File: config.mk
export PLATFORM = sky130hd
export DESIGN_NAME = counter_interrupt_reporting
export DESIGN_NICKNAME = d
export VERILOG_FILES = /design/src/common/report_pkg.sv /design/src/common/report_if.sv /design/src/rtl/event_packer.sv /design/src/rtl/diag_builder.sv /design/src/rtl/counter_interrupt_reporting.sv
export SDC_FILE = /design/constraint.sdc
export NUM_CORES = 1
export LEC_CHECK = 0
export BUFFER_PORTS_ARGS = -buffer_cell sky130_fd_sc_hd__buf_4
export CAP_MARGIN = 20
export CORE_ASPECT_RATIO = 1.25
export CORE_MARGIN = 3
export CORE_UTILIZATION = 45
export DETAILED_ROUTE_END_ITERATION = 6
export REMOVE_ABC_BUFFERS = 1
export SETUP_SLACK_MARGIN = 0.05
export SLEW_MARGIN = 40
export SYNTH_ARGS = -nofsm -noshare
export SYNTH_HDL_FRONTEND = slang
export SYNTH_HIERARCHICAL = 1
export SYNTH_SLANG_ARGS = --single-unit
File: constraint.sdc
create_clock -name hclk -period 3.2 [get_ports hclk]
set_input_delay 0.48 -clock hclk [delete_from_list [all_inputs] [get_ports hclk]]
set_output_delay 0.48 -clock hclk [all_outputs]
set_load 0.03 [all_outputs]
File: src/common/report_pkg.sv
// Constants for the counter interrupt and diagnostic reporting block
package report_pkg;
  localparam int          NUM_CH       = 8;
  localparam int          REC_BYTES    = 16;
  localparam int          ADDR_W       = 12;
  localparam logic [11:0] OFS_CTRL     = 12'h000;
  localparam logic [11:0] OFS_MODE     = 12'h004;
  localparam logic [11:0] OFS_EVT_EN   = 12'h008;
  localparam logic [11:0] OFS_EVT_DATA = 12'h00C;
  localparam logic [11:0] OFS_GROUP    = 12'h010;
  localparam logic [11:0] OFS_STATUS   = 12'h014;
  localparam logic [11:0] OFS_MASK     = 12'h018;
  localparam logic [11:0] OFS_REC_BASE = 12'h020;
  localparam logic [11:0] OFS_REC_LAST = 12'h02C;
  localparam int          CTRL_PROC_EN = 0;
  localparam int          CTRL_DIAG_EN = 1;
  localparam int          ST_PROC      = 0;
  localparam int          ST_DIAG      = 1;
  localparam int          ST_LOST      = 2;
  localparam int          ST_W         = 3;
  localparam int          B0_MOD_FAIL  = 0;
  localparam int          B0_INT_ERR   = 1;
  localparam int          B0_EXT_ERR   = 2;
  localparam int          B0_CH_SUM    = 3;
  localparam int          B0_NO_PARAM  = 6;
  localparam int          B0_BAD_PARAM = 7;
  localparam int          BYTE_WDOG    = 2;
  localparam int          B2_WDOG      = 3;
  localparam int          BYTE_LOST    = 3;
  localparam int          B3_LOST      = 6;
  localparam int          BYTE_CH_ERR  = 7;
  localparam int          BYTE_SINGLE0 = 8;
  localparam int          SINGLE_LO    = 4;
  localparam int          SINGLE_HI    = 6;
  localparam int          NIB_OPEN     = 0;
  localparam int          NIB_CLOSE    = 1;
  localparam int          NIB_WRAP     = 2;
  localparam int          NIB_LIMIT    = 3;
  localparam logic [2:0]  HSIZE_WORD   = 3'h2;
  localparam logic [1:0]  HRESP_OKAY   = 2'h0;
  localparam logic [2:0]  STATUS_RST   = 3'h0;
  localparam logic [1:0]  CTRL_RST     = 2'h0;
endpackage : report_pkg

File: src/common/report_if.sv
// Interface between the reporting core, the event packer and the record builder
`timescale 1ns/1ps
`default_nettype none
interface report_if;
  logic [31:0]  event_word;
  logic         event_any;
  logic [127:0] record;
  logic         lost_flag;
  modport packer  (output event_word, output event_any);
  modport builder (input lost_flag, output record);
  modport core    (input event_word, input event_any, input record, output lost_flag);
endinterface : report_if
`default_nettype wire

File: src/rtl/event_packer.sv
// Packs per-channel events into the four byte event word
`timescale 1ns/1ps
`default_nettype none
module event_packer
  import report_pkg::*;
#(
  parameter int NCH = report_pkg::NUM_CH
) (
  input  wire logic [NCH-1:0]   gate_open,
  input  wire logic [NCH-1:0]   gate_close,
  input  wire logic [NCH-1:0]   count_wrap,
  input  wire logic [NCH-1:0]   compare_hit,
  input  wire logic [NCH-1:0]   measure_done,
  input  wire logic [NCH-1:0]   limit_exceeded,
  input  wire logic [NCH-1:0]   freq_mode,
  input  wire logic [4*NCH-1:0] nibble_enable,
  report_if.packer              rif
);
  function automatic logic [3:0] pack_nibble(input logic op, input logic cl, input logic wr,
                                             input logic cm, input logic dn, input logic lm,
                                             input logic fm);
    logic [3:0] n;
    n            = 4'h0;
    n[NIB_OPEN]  = op;
    n[NIB_CLOSE] = cl;
    n[NIB_WRAP]  = fm ? dn : wr;
    n[NIB_LIMIT] = fm ? lm : cm;
    return n;
  endfunction : pack_nibble

  logic [4*NCH-1:0] word;

  always_comb begin
    word = '0;
    for (int ch = 0; ch < NCH; ch++) begin
      word[4*ch +: 4] = pack_nibble(gate_open[ch], gate_close[ch], count_wrap[ch],
                                    compare_hit[ch], measure_done[ch], limit_exceeded[ch],
                                    freq_mode[ch]);
    end
  end

  assign rif.event_word = 32'(word & nibble_enable);
  assign rif.event_any  = |(word & nibble_enable);
endmodule : event_packer
`default_nettype wire

File: src/rtl/diag_builder.sv
// Assembles the sixteen byte diagnostic record from live fault levels
`timescale 1ns/1ps
`default_nettype none
module diag_builder
  import report_pkg::*;
#(
  parameter int NCH = report_pkg::NUM_CH
) (
  input  wire logic             module_failed_flag,
  input  wire logic             internal_error,
  input  wire logic             external_error_flag,
  input  wire logic             params_missing,
  input  wire logic             params_incorrect,
  input  wire logic             watchdog_trip_flag,
  input  wire logic [NCH-1:0]   channel_error,
  input  wire logic [2*NCH-1:0] single_error,
  report_if.builder             rif
);
  logic [8*REC_BYTES-1:0] rec;

  always_comb begin
    rec                                = '0;
    rec[B0_MOD_FAIL]                   = module_failed_flag;
    rec[B0_INT_ERR]                    = internal_error;
    rec[B0_EXT_ERR]                    = external_error_flag;
    rec[B0_CH_SUM]                     = |channel_error;
    rec[B0_NO_PARAM]                   = params_missing;
    rec[B0_BAD_PARAM]                  = params_incorrect;
    rec[8*BYTE_WDOG + B2_WDOG]         = watchdog_trip_flag;
    rec[8*BYTE_LOST + B3_LOST]         = rif.lost_flag;
    for (int ch = 0; ch < NCH; ch++) begin
      rec[8*BYTE_CH_ERR + ch]                  = channel_error[ch];
      rec[8*(BYTE_SINGLE0 + ch) + SINGLE_LO]   = single_error[2*ch];
      rec[8*(BYTE_SINGLE0 + ch) + SINGLE_HI]   = single_error[2*ch+1];
    end
  end

  assign rif.record = rec;
endmodule : diag_builder
`default_nettype wire

File: src/rtl/counter_interrupt_reporting.sv
// AHB-Lite reporting core with process and diagnostic interrupts
`timescale 1ns/1ps
`default_nettype none
module counter_interrupt_reporting
  import report_pkg::*;
#(
  parameter int NCH = report_pkg::NUM_CH
) (
  input  wire logic              hclk,
  input  wire logic              hresetn,
  input  wire logic              hsel,
  input  wire logic [31:0]       haddr,
  input  wire logic [1:0]        htrans,
  input  wire logic              hwrite,
  input  wire logic [2:0]        hsize,
  input  wire logic [31:0]       hwdata,
  input  wire logic              hready,
  output logic                   hreadyout,
  output logic [31:0]            hrdata,
  output logic [1:0]             hresp,
  output logic                   irq,
  output logic                   process_irq,
  output logic                   diag_irq,
  input  wire logic [NCH-1:0]    gate_open,
  input  wire logic [NCH-1:0]    gate_close,
  input  wire logic [NCH-1:0]    count_wrap,
  input  wire logic [NCH-1:0]    compare_hit,
  input  wire logic [NCH-1:0]    measure_done,
  input  wire logic [NCH-1:0]    limit_exceeded,
  input  wire logic              module_failed_flag,
  input  wire logic              internal_error,
  input  wire logic              external_error_flag,
  input  wire logic              params_missing,
  input  wire logic              params_incorrect,
  input  wire logic              watchdog_trip_flag,
  input  wire logic [NCH-1:0]    channel_error,
  input  wire logic [2*NCH-1:0]  single_error
);
  import report_pkg::*;

  report_if rif ();

  // Registers
  logic [1:0]         ctrl_ff;
  logic [NCH-1:0]     mode_ff;
  logic [4*NCH-1:0]   evt_en_ff;
  logic [31:0]        event_data_ff;
  logic [ST_W-1:0]    status_ff;
  logic [ST_W-1:0]    mask_ff;
  logic [127:0]       prev_rec_ff;
  logic [127:0]       snap_rec_ff;
  logic [31:0]        hrdata_ff;

  // Bus data phase tracking
  logic               wr_pend_ff;
  logic [ADDR_W-1:0]  wr_addr_ff;

  // Combinational terms
  logic               addr_valid;
  logic               wr_hit;
  logic [ST_W-1:0]    st_clr;
  logic [ST_W-1:0]    st_set;
  logic [ST_W-1:0]    nxt_status;
  logic [31:0]        nxt_rdata;
  logic               event_take;
  logic               slot_free;
  logic               diag_hit;
  logic [ADDR_W-1:0]  rd_addr;

  event_packer #(
    .NCH            (NCH)
  ) u_packer (
    .gate_open      (gate_open),
    .gate_close     (gate_close),
    .count_wrap     (count_wrap),
    .compare_hit    (compare_hit),
    .measure_done   (measure_done),
    .limit_exceeded (limit_exceeded),
    .freq_mode      (mode_ff),
    .nibble_enable  (evt_en_ff),
    .rif            (rif.packer)
  );

  diag_builder #(
    .NCH                 (NCH)
  ) u_builder (
    .module_failed_flag  (module_failed_flag),
    .internal_error      (internal_error),
    .external_error_flag (external_error_flag),
    .params_missing      (params_missing),
    .params_incorrect    (params_incorrect),
    .watchdog_trip_flag  (watchdog_trip_flag),
    .channel_error       (channel_error),
    .single_error        (single_error),
    .rif                 (rif.builder)
  );

  // Lost flag feeds back into the record
  assign rif.lost_flag = status_ff[ST_LOST];

  // Address phase decode
  assign addr_valid = hsel & htrans[1] & hready;
  assign rd_addr    = haddr[ADDR_W-1:0];

  always_ff @(posedge hclk or negedge hresetn) begin
    if (!hresetn) begin
      wr_pend_ff <= 1'b0;
      wr_addr_ff <= '0;
    end else if (hready) begin
      wr_pend_ff <= addr_valid & hwrite & (hsize == HSIZE_WORD);
      wr_addr_ff <= haddr[ADDR_W-1:0];
    end
  end

  // Writes land at the end of the data phase
  assign wr_hit = wr_pend_ff;

  function automatic logic reg_write(input logic [ADDR_W-1:0] ofs);
    return wr_hit && (wr_addr_ff == ofs);
  endfunction : reg_write

  always_ff @(posedge hclk or negedge hresetn) begin
    if (!hresetn) begin
      ctrl_ff <= CTRL_RST;
    end else if (reg_write(OFS_CTRL)) begin
      ctrl_ff <= hwdata[1:0];
    end
  end

  always_ff @(posedge hclk or negedge hresetn) begin
    if (!hresetn) begin
      mode_ff <= '0;
    end else if (reg_write(OFS_MODE)) begin
      mode_ff <= hwdata[NCH-1:0];
    end
  end

  always_ff @(posedge hclk or negedge hresetn) begin
    if (!hresetn) begin
      evt_en_ff <= '0;
    end else if (reg_write(OFS_EVT_EN)) begin
      evt_en_ff <= hwdata[4*NCH-1:0];
    end
  end

  always_ff @(posedge hclk or negedge hresetn) begin
    if (!hresetn) begin
      mask_ff <= '0;
    end else if (reg_write(OFS_MASK)) begin
      mask_ff <= hwdata[ST_W-1:0];
    end
  end

  // Write one to clear status
  always_comb begin
    st_clr = '0;
    if (reg_write(OFS_STATUS)) begin
      st_clr = hwdata[ST_W-1:0];
    end
  end

  // Process event delivery: one word held until acknowledged
  assign event_take = rif.event_any & ctrl_ff[CTRL_PROC_EN];
  assign slot_free  = ~status_ff[ST_PROC] | st_clr[ST_PROC];

  always_ff @(posedge hclk or negedge hresetn) begin
    if (!hresetn) begin
      event_data_ff <= '0;
    end else if (event_take && slot_free) begin
      event_data_ff <= rif.event_word;
    end
  end

  // New diagnostic fault raises the diagnostic interrupt
  assign diag_hit = ctrl_ff[CTRL_DIAG_EN] & (|(rif.record & ~prev_rec_ff));

  always_ff @(posedge hclk or negedge hresetn) begin
    if (!hresetn) begin
      prev_rec_ff <= '0;
    end else begin
      prev_rec_ff <= rif.record;
    end
  end

  // Record snapshot taken when the diagnostic interrupt fires
  always_ff @(posedge hclk or negedge hresetn) begin
    if (!hresetn) begin
      snap_rec_ff <= '0;
    end else if (diag_hit) begin
      snap_rec_ff <= rif.record;
    end
  end

  // Status sets win over same-cycle clears
  always_comb begin
    st_set          = '0;
    st_set[ST_PROC] = event_take & slot_free;
    st_set[ST_LOST] = event_take & ~slot_free;
    st_set[ST_DIAG] = diag_hit;
    nxt_status      = (status_ff & ~st_clr) | st_set;
  end

  always_ff @(posedge hclk or negedge hresetn) begin
    if (!hresetn) begin
      status_ff <= STATUS_RST;
    end else begin
      status_ff <= nxt_status;
    end
  end

  // Read mux sampled in the address phase
  always_comb begin
    nxt_rdata = 32'h0000_0000;
    if (rd_addr == OFS_CTRL) begin
      nxt_rdata[1:0] = ctrl_ff;
    end else if (rd_addr == OFS_MODE) begin
      nxt_rdata[NCH-1:0] = mode_ff;
    end else if (rd_addr == OFS_EVT_EN) begin
      nxt_rdata[4*NCH-1:0] = evt_en_ff;
    end else if (rd_addr == OFS_EVT_DATA) begin
      nxt_rdata = event_data_ff;
    end else if (rd_addr == OFS_GROUP) begin
      nxt_rdata = rif.record[31:0];
    end else if (rd_addr == OFS_STATUS) begin
      nxt_rdata[ST_W-1:0] = status_ff;
    end else if (rd_addr == OFS_MASK) begin
      nxt_rdata[ST_W-1:0] = mask_ff;
    end else if (rd_addr >= OFS_REC_BASE && rd_addr <= OFS_REC_LAST && rd_addr[1:0] == 2'h0) begin
      nxt_rdata = snap_rec_ff[32*rd_addr[3:2] +: 32];
    end
  end

  always_ff @(posedge hclk or negedge hresetn) begin
    if (!hresetn) begin
      hrdata_ff <= '0;
    end else if (addr_valid && !hwrite) begin
      hrdata_ff <= nxt_rdata;
    end
  end

  // Bus answer: zero wait, always OKAY
  assign hreadyout   = 1'b1;
  assign hresp       = HRESP_OKAY;
  assign hrdata      = hrdata_ff;

  // Interrupt outputs
  assign process_irq = status_ff[ST_PROC] & mask_ff[ST_PROC];
  assign diag_irq    = |(status_ff[ST_LOST:ST_DIAG] & mask_ff[ST_LOST:ST_DIAG]);
  assign irq         = |(status_ff & mask_ff);
endmodule : counter_interrupt_reporting
`default_nettype wire

==> metrics.md <==
| Metric | Value |
|---|---|
| Vias in the first global route | `11200` |
| Syn-to-layout area delta | `17.3%` |
| Crit path max fanout | `13` |
| Post-Synth XOR/XNOR Area | `0%` |
| Post-synthesis mux area share | `19.0%` |
| Fin crit share | `88.4%` |
| Row Count | `78` |
| CTS Root Cell | `clkbuf_16` |
| Post-layout util | `54.1%` |
| Internal Pwr Total | `8890 µW` |
| Peak supply drop | `330 µV` |
| Peak Freq | `354 MHz` |
| RSZ-0062 raised after global routing | `no` |
| Setup WS post-layout | `372 ps` |
| Setup slack, reg-to-reg | `370 ps` |
| Final setup vio count | `0` |
| Crit path launch | `wr_addr_ff[1]` |
| Core Region | `36800 µm²` |
| Async set or reset register ratio after synthesis | `100%` |
| Power Dens Cells | `585 nW/µm²` |
| Vias/cell | `5.26` |
| CP arrival | `3250 ps` |
| Register area share after synthesis | `56.2%` |
| Maxcap violations | `0` |
| Input/output buffers | `165` |
| First-pass GRT wire length | `67.0 mm` |
| Total Routing Usage GR | `21.5%` |
| Pin count of the biggest net entering global routing | `82` |
| Total Wirelength | `42.7 mm` |
| # diodes | `0` |
| Worst Skew | `22.5 ps` |
| Reg clk slew, reported paths | `60 ps` |
| Vias | `10600` |
| H-tree depth | `2` |
| Synth unique cells | `57` |
| Syn Area/Cell | `12.7 µm²` |
| Post-synthesis adder-cell area fraction | `0%` |
| Worst hold start | `single_error[2]` |
| Compound-Gate Fraction of Synth Area | `6.70%` |
| ANT nets after route | `0` |
| CP endpoint kind | `register` |
| Combinational family with the most area after synthesis | `multiplexers` |
| Drt pass-1 iters | `6` |
| Remaining Overflow, GRT | `0` |
| CTS tree | `yes` |
| FF-to-FF Start | `wr_addr_ff[1]` |
| Die W | `180 µm` |
| Fin. max-slew vios | `0` |
| Clk pwr share | `41.2%` |
| Tmin final | `2830 ps` |
| Ports | `190` |
| Die area | `40100 µm²` |
| EDFF count, synth | `0` |
| Crit Path Category | `register to register` |
| Worst-margin pin slew | `743 ps` |
| Post-Synthesis Cells | `1337` |
| Power, Total | `11600 µW` |
| Initial DRC Count | `691` |
| Critical Path RT | `3620 ps` |
| YS warnings | `6` |
| Post-synth top area share | `56.2%` |
| Final hold vios | `0` |
| Hold Crit Class | `input port to register` |
| Ranking of synthesized cells by area | `dfrtp_1 (56%), mux2_2 (14%), buf_4 (5.9%)` |
| CTS Buffer Depth | `3` |
| Outcome | `finished, final reports clean` |
| DRC Markers | `0` |
| Nets | `1664` |
| Post-synthesis simple-gate area fraction | `8.70%` |
| Combinational Power Share | `10.7%` |
| Cell taking the most area after synthesis | `dfrtp_1` |
| NetSw | `2750 µW` |
| Post-Syn Area | `17000 µm²` |
| #FFs+latches synth | `381` |
| Finished Cell Area | `19900 µm²` |
| Initial Utilization | `46.1%` |
| Initial antenna violation count | `0` |
| Detailed placer's ending HPWL | `31.2 mm` |
| Routed wire per std cell | `21.1 µm` |
| GP Congestion | `0.842` |
| Sequential power share | `48.0%` |
| Clock Sinks | `381` |
| Net Sw Frac | `23.6%` |
| Pleak | `0.00947 µW` |
| Synth Flop Type | `dfrtp_1` |
| Slew headroom | `50.3%` |
| WHS | `53.5 ps` |
| Pre-CTS setup slack | `54.5 ps` |
| Cell Area, Placed | `18500 µm²` |
| Share of layout cells above drive strength 1 | `34.7%` |
| Die Y | `223 µm` |
| Worst-Skew Late Latency | `550 ps` |
| Type of element launching the critical path | `register` |
| Cts bufs inserted | `40` |
-- worst max-delay path: stages (launching register included) --
cell and delay [ps]:
dfrtp_1 380, nor4_1 270, nand3_1 190, or3_1 440, o21ai_1 200, nor2b_2 660, buf_12 230, mux2_2 340
-- state kept, by name (all words and copies together), names as in the netlist --
signal	cells
event_data_ff	32
snap_rec_ff	128
ctrl_ff	2
evt_en_ff	32
wr_hit	1
prev_rec_ff	128
mode_ff	8
hrdata	32
mask_ff	3
wr_addr_ff	12
status_ff	3
-- timing repair --
item / in CTS / in global routing
hold buffers: 1 / 0
setup endpoints to repair: 0 / 0
setup buffers: 0 / 0
endpoints found under the hold margin: 74 / 0
resized for setup: 0 / 0
-- path summary, 6_finish.rpt --
| path | endpoint | cells after the start |
|---|---|---|
| hold reg to reg | hrdata[27] | 2 |
| hold / removal | prev_rec_ff[76] | 1 |
| min in group asynchronous | hrdata[19] | 2 |
| setup / recovery | event_data_ff[16] | 7 |
| max in group asynchronous | snap_rec_ff[74] | 3 |
| setup reg to reg | event_data_ff[16] | 7 |
-- layer usage --
metal	track usage, %	part of all wire (%)	routed length (µm)	vias up
li1	-	-	-	4873
met1	28.8	43	18400	5398
met2	35.7	48	20700	286
met3	3.51	4.9	2080	74
met4	7.69	3.6	1530	0
met5	0	0	0	-
-- power by group through the flow --
stage / sequential (µW) / clock (µW) / combinational [µW]
finish: 5590 / 4800 / 1250
global route: 5650 / 5110 / 1380
CTS: 5600 / 4920 / 1240
detailed placement: 5680 / 0 / 1230
global placement: 5660 / 0 / 1210
floorplan: 5570 / 0 / 762
-- through the flow --
| stage | setup TNS (ps) | instances |
|---|---|---|
| after detailed placement | 0 | 1949 |
| after global routing | 0 | 2021 |
| after global placement | 0 | 1949 |
| final | 0 | 2021 |
| after CTS | 0 | 2021 |
| after floorplan | -1634510 | 1248 |
-- placed cells by master (no fill, tap or decap), types with 3 or more instances in the layout --
cell / n
clkbuf_1: 9
nand2_1: 69
nand3_1: 15
mux2_2: 207
a221oi_1: 4
clkinv_8: 3
or4_1: 5
a32o_1: 6
clkbuf_16: 40
o22ai_1: 32
buf_4: 209
nor3_1: 4
clkinv_2: 6
and2_1: 23
nand2b_1: 51
a221o_1: 21
or3_1: 10
a22oi_1: 21
mux4_2: 32
a21oi_1: 8
nor2_1: 19
o2111ai_1: 17
conb_1: 99
a211oi_1: 5
nor2b_1: 8
buf_12: 11
clkbuf_8: 7
dfrtp_1: 381
nor4_1: 21
nand4_1: 4
o21ai_0: 20
mux2i_1: 16
bufinv_16: 5
a222oi_1: 5
and3_1: 21
inv_1: 94
-- cell usage after synthesis (17+ instances only) --
cell type,number
nand2_1,69
mux4_2,32
inv_1,94
a221o_1,21
nand2b_1,51
and3_1,21
buf_2,20
o2111ai_1,17
o22ai_1,32
clkbuf_1,26
mux2_2,207
o21ai_0,20
and2_1,23
buf_4,133
dfrtp_1,381
nor2_1,19
a22oi_1,21
nor4_1,21
-- kinds of logic (layout without fill, tap and decap cells) --
logic type / Yosys count / after routing
AND/OR/NAND/NOR: 266 / 266
multiplexers: 256 / 256
buffers and inverters: 279 / 387
other: 3 / 99
AO/OA/AOI/OAI: 152 / 152
flip-flops: 381 / 381
-- cell type report --
type	instances	area [µm²]
Sequential cell	381	9530
Multi-Input combinational cell	773	6240
Timing Repair Buffer	222	1810
Clock buffer	56	1130
Clock inverter	15	236
Tap cell	480	601
Inverter	94	353
Fill cell	3146	16900
(Power assumes the default switching activity.)
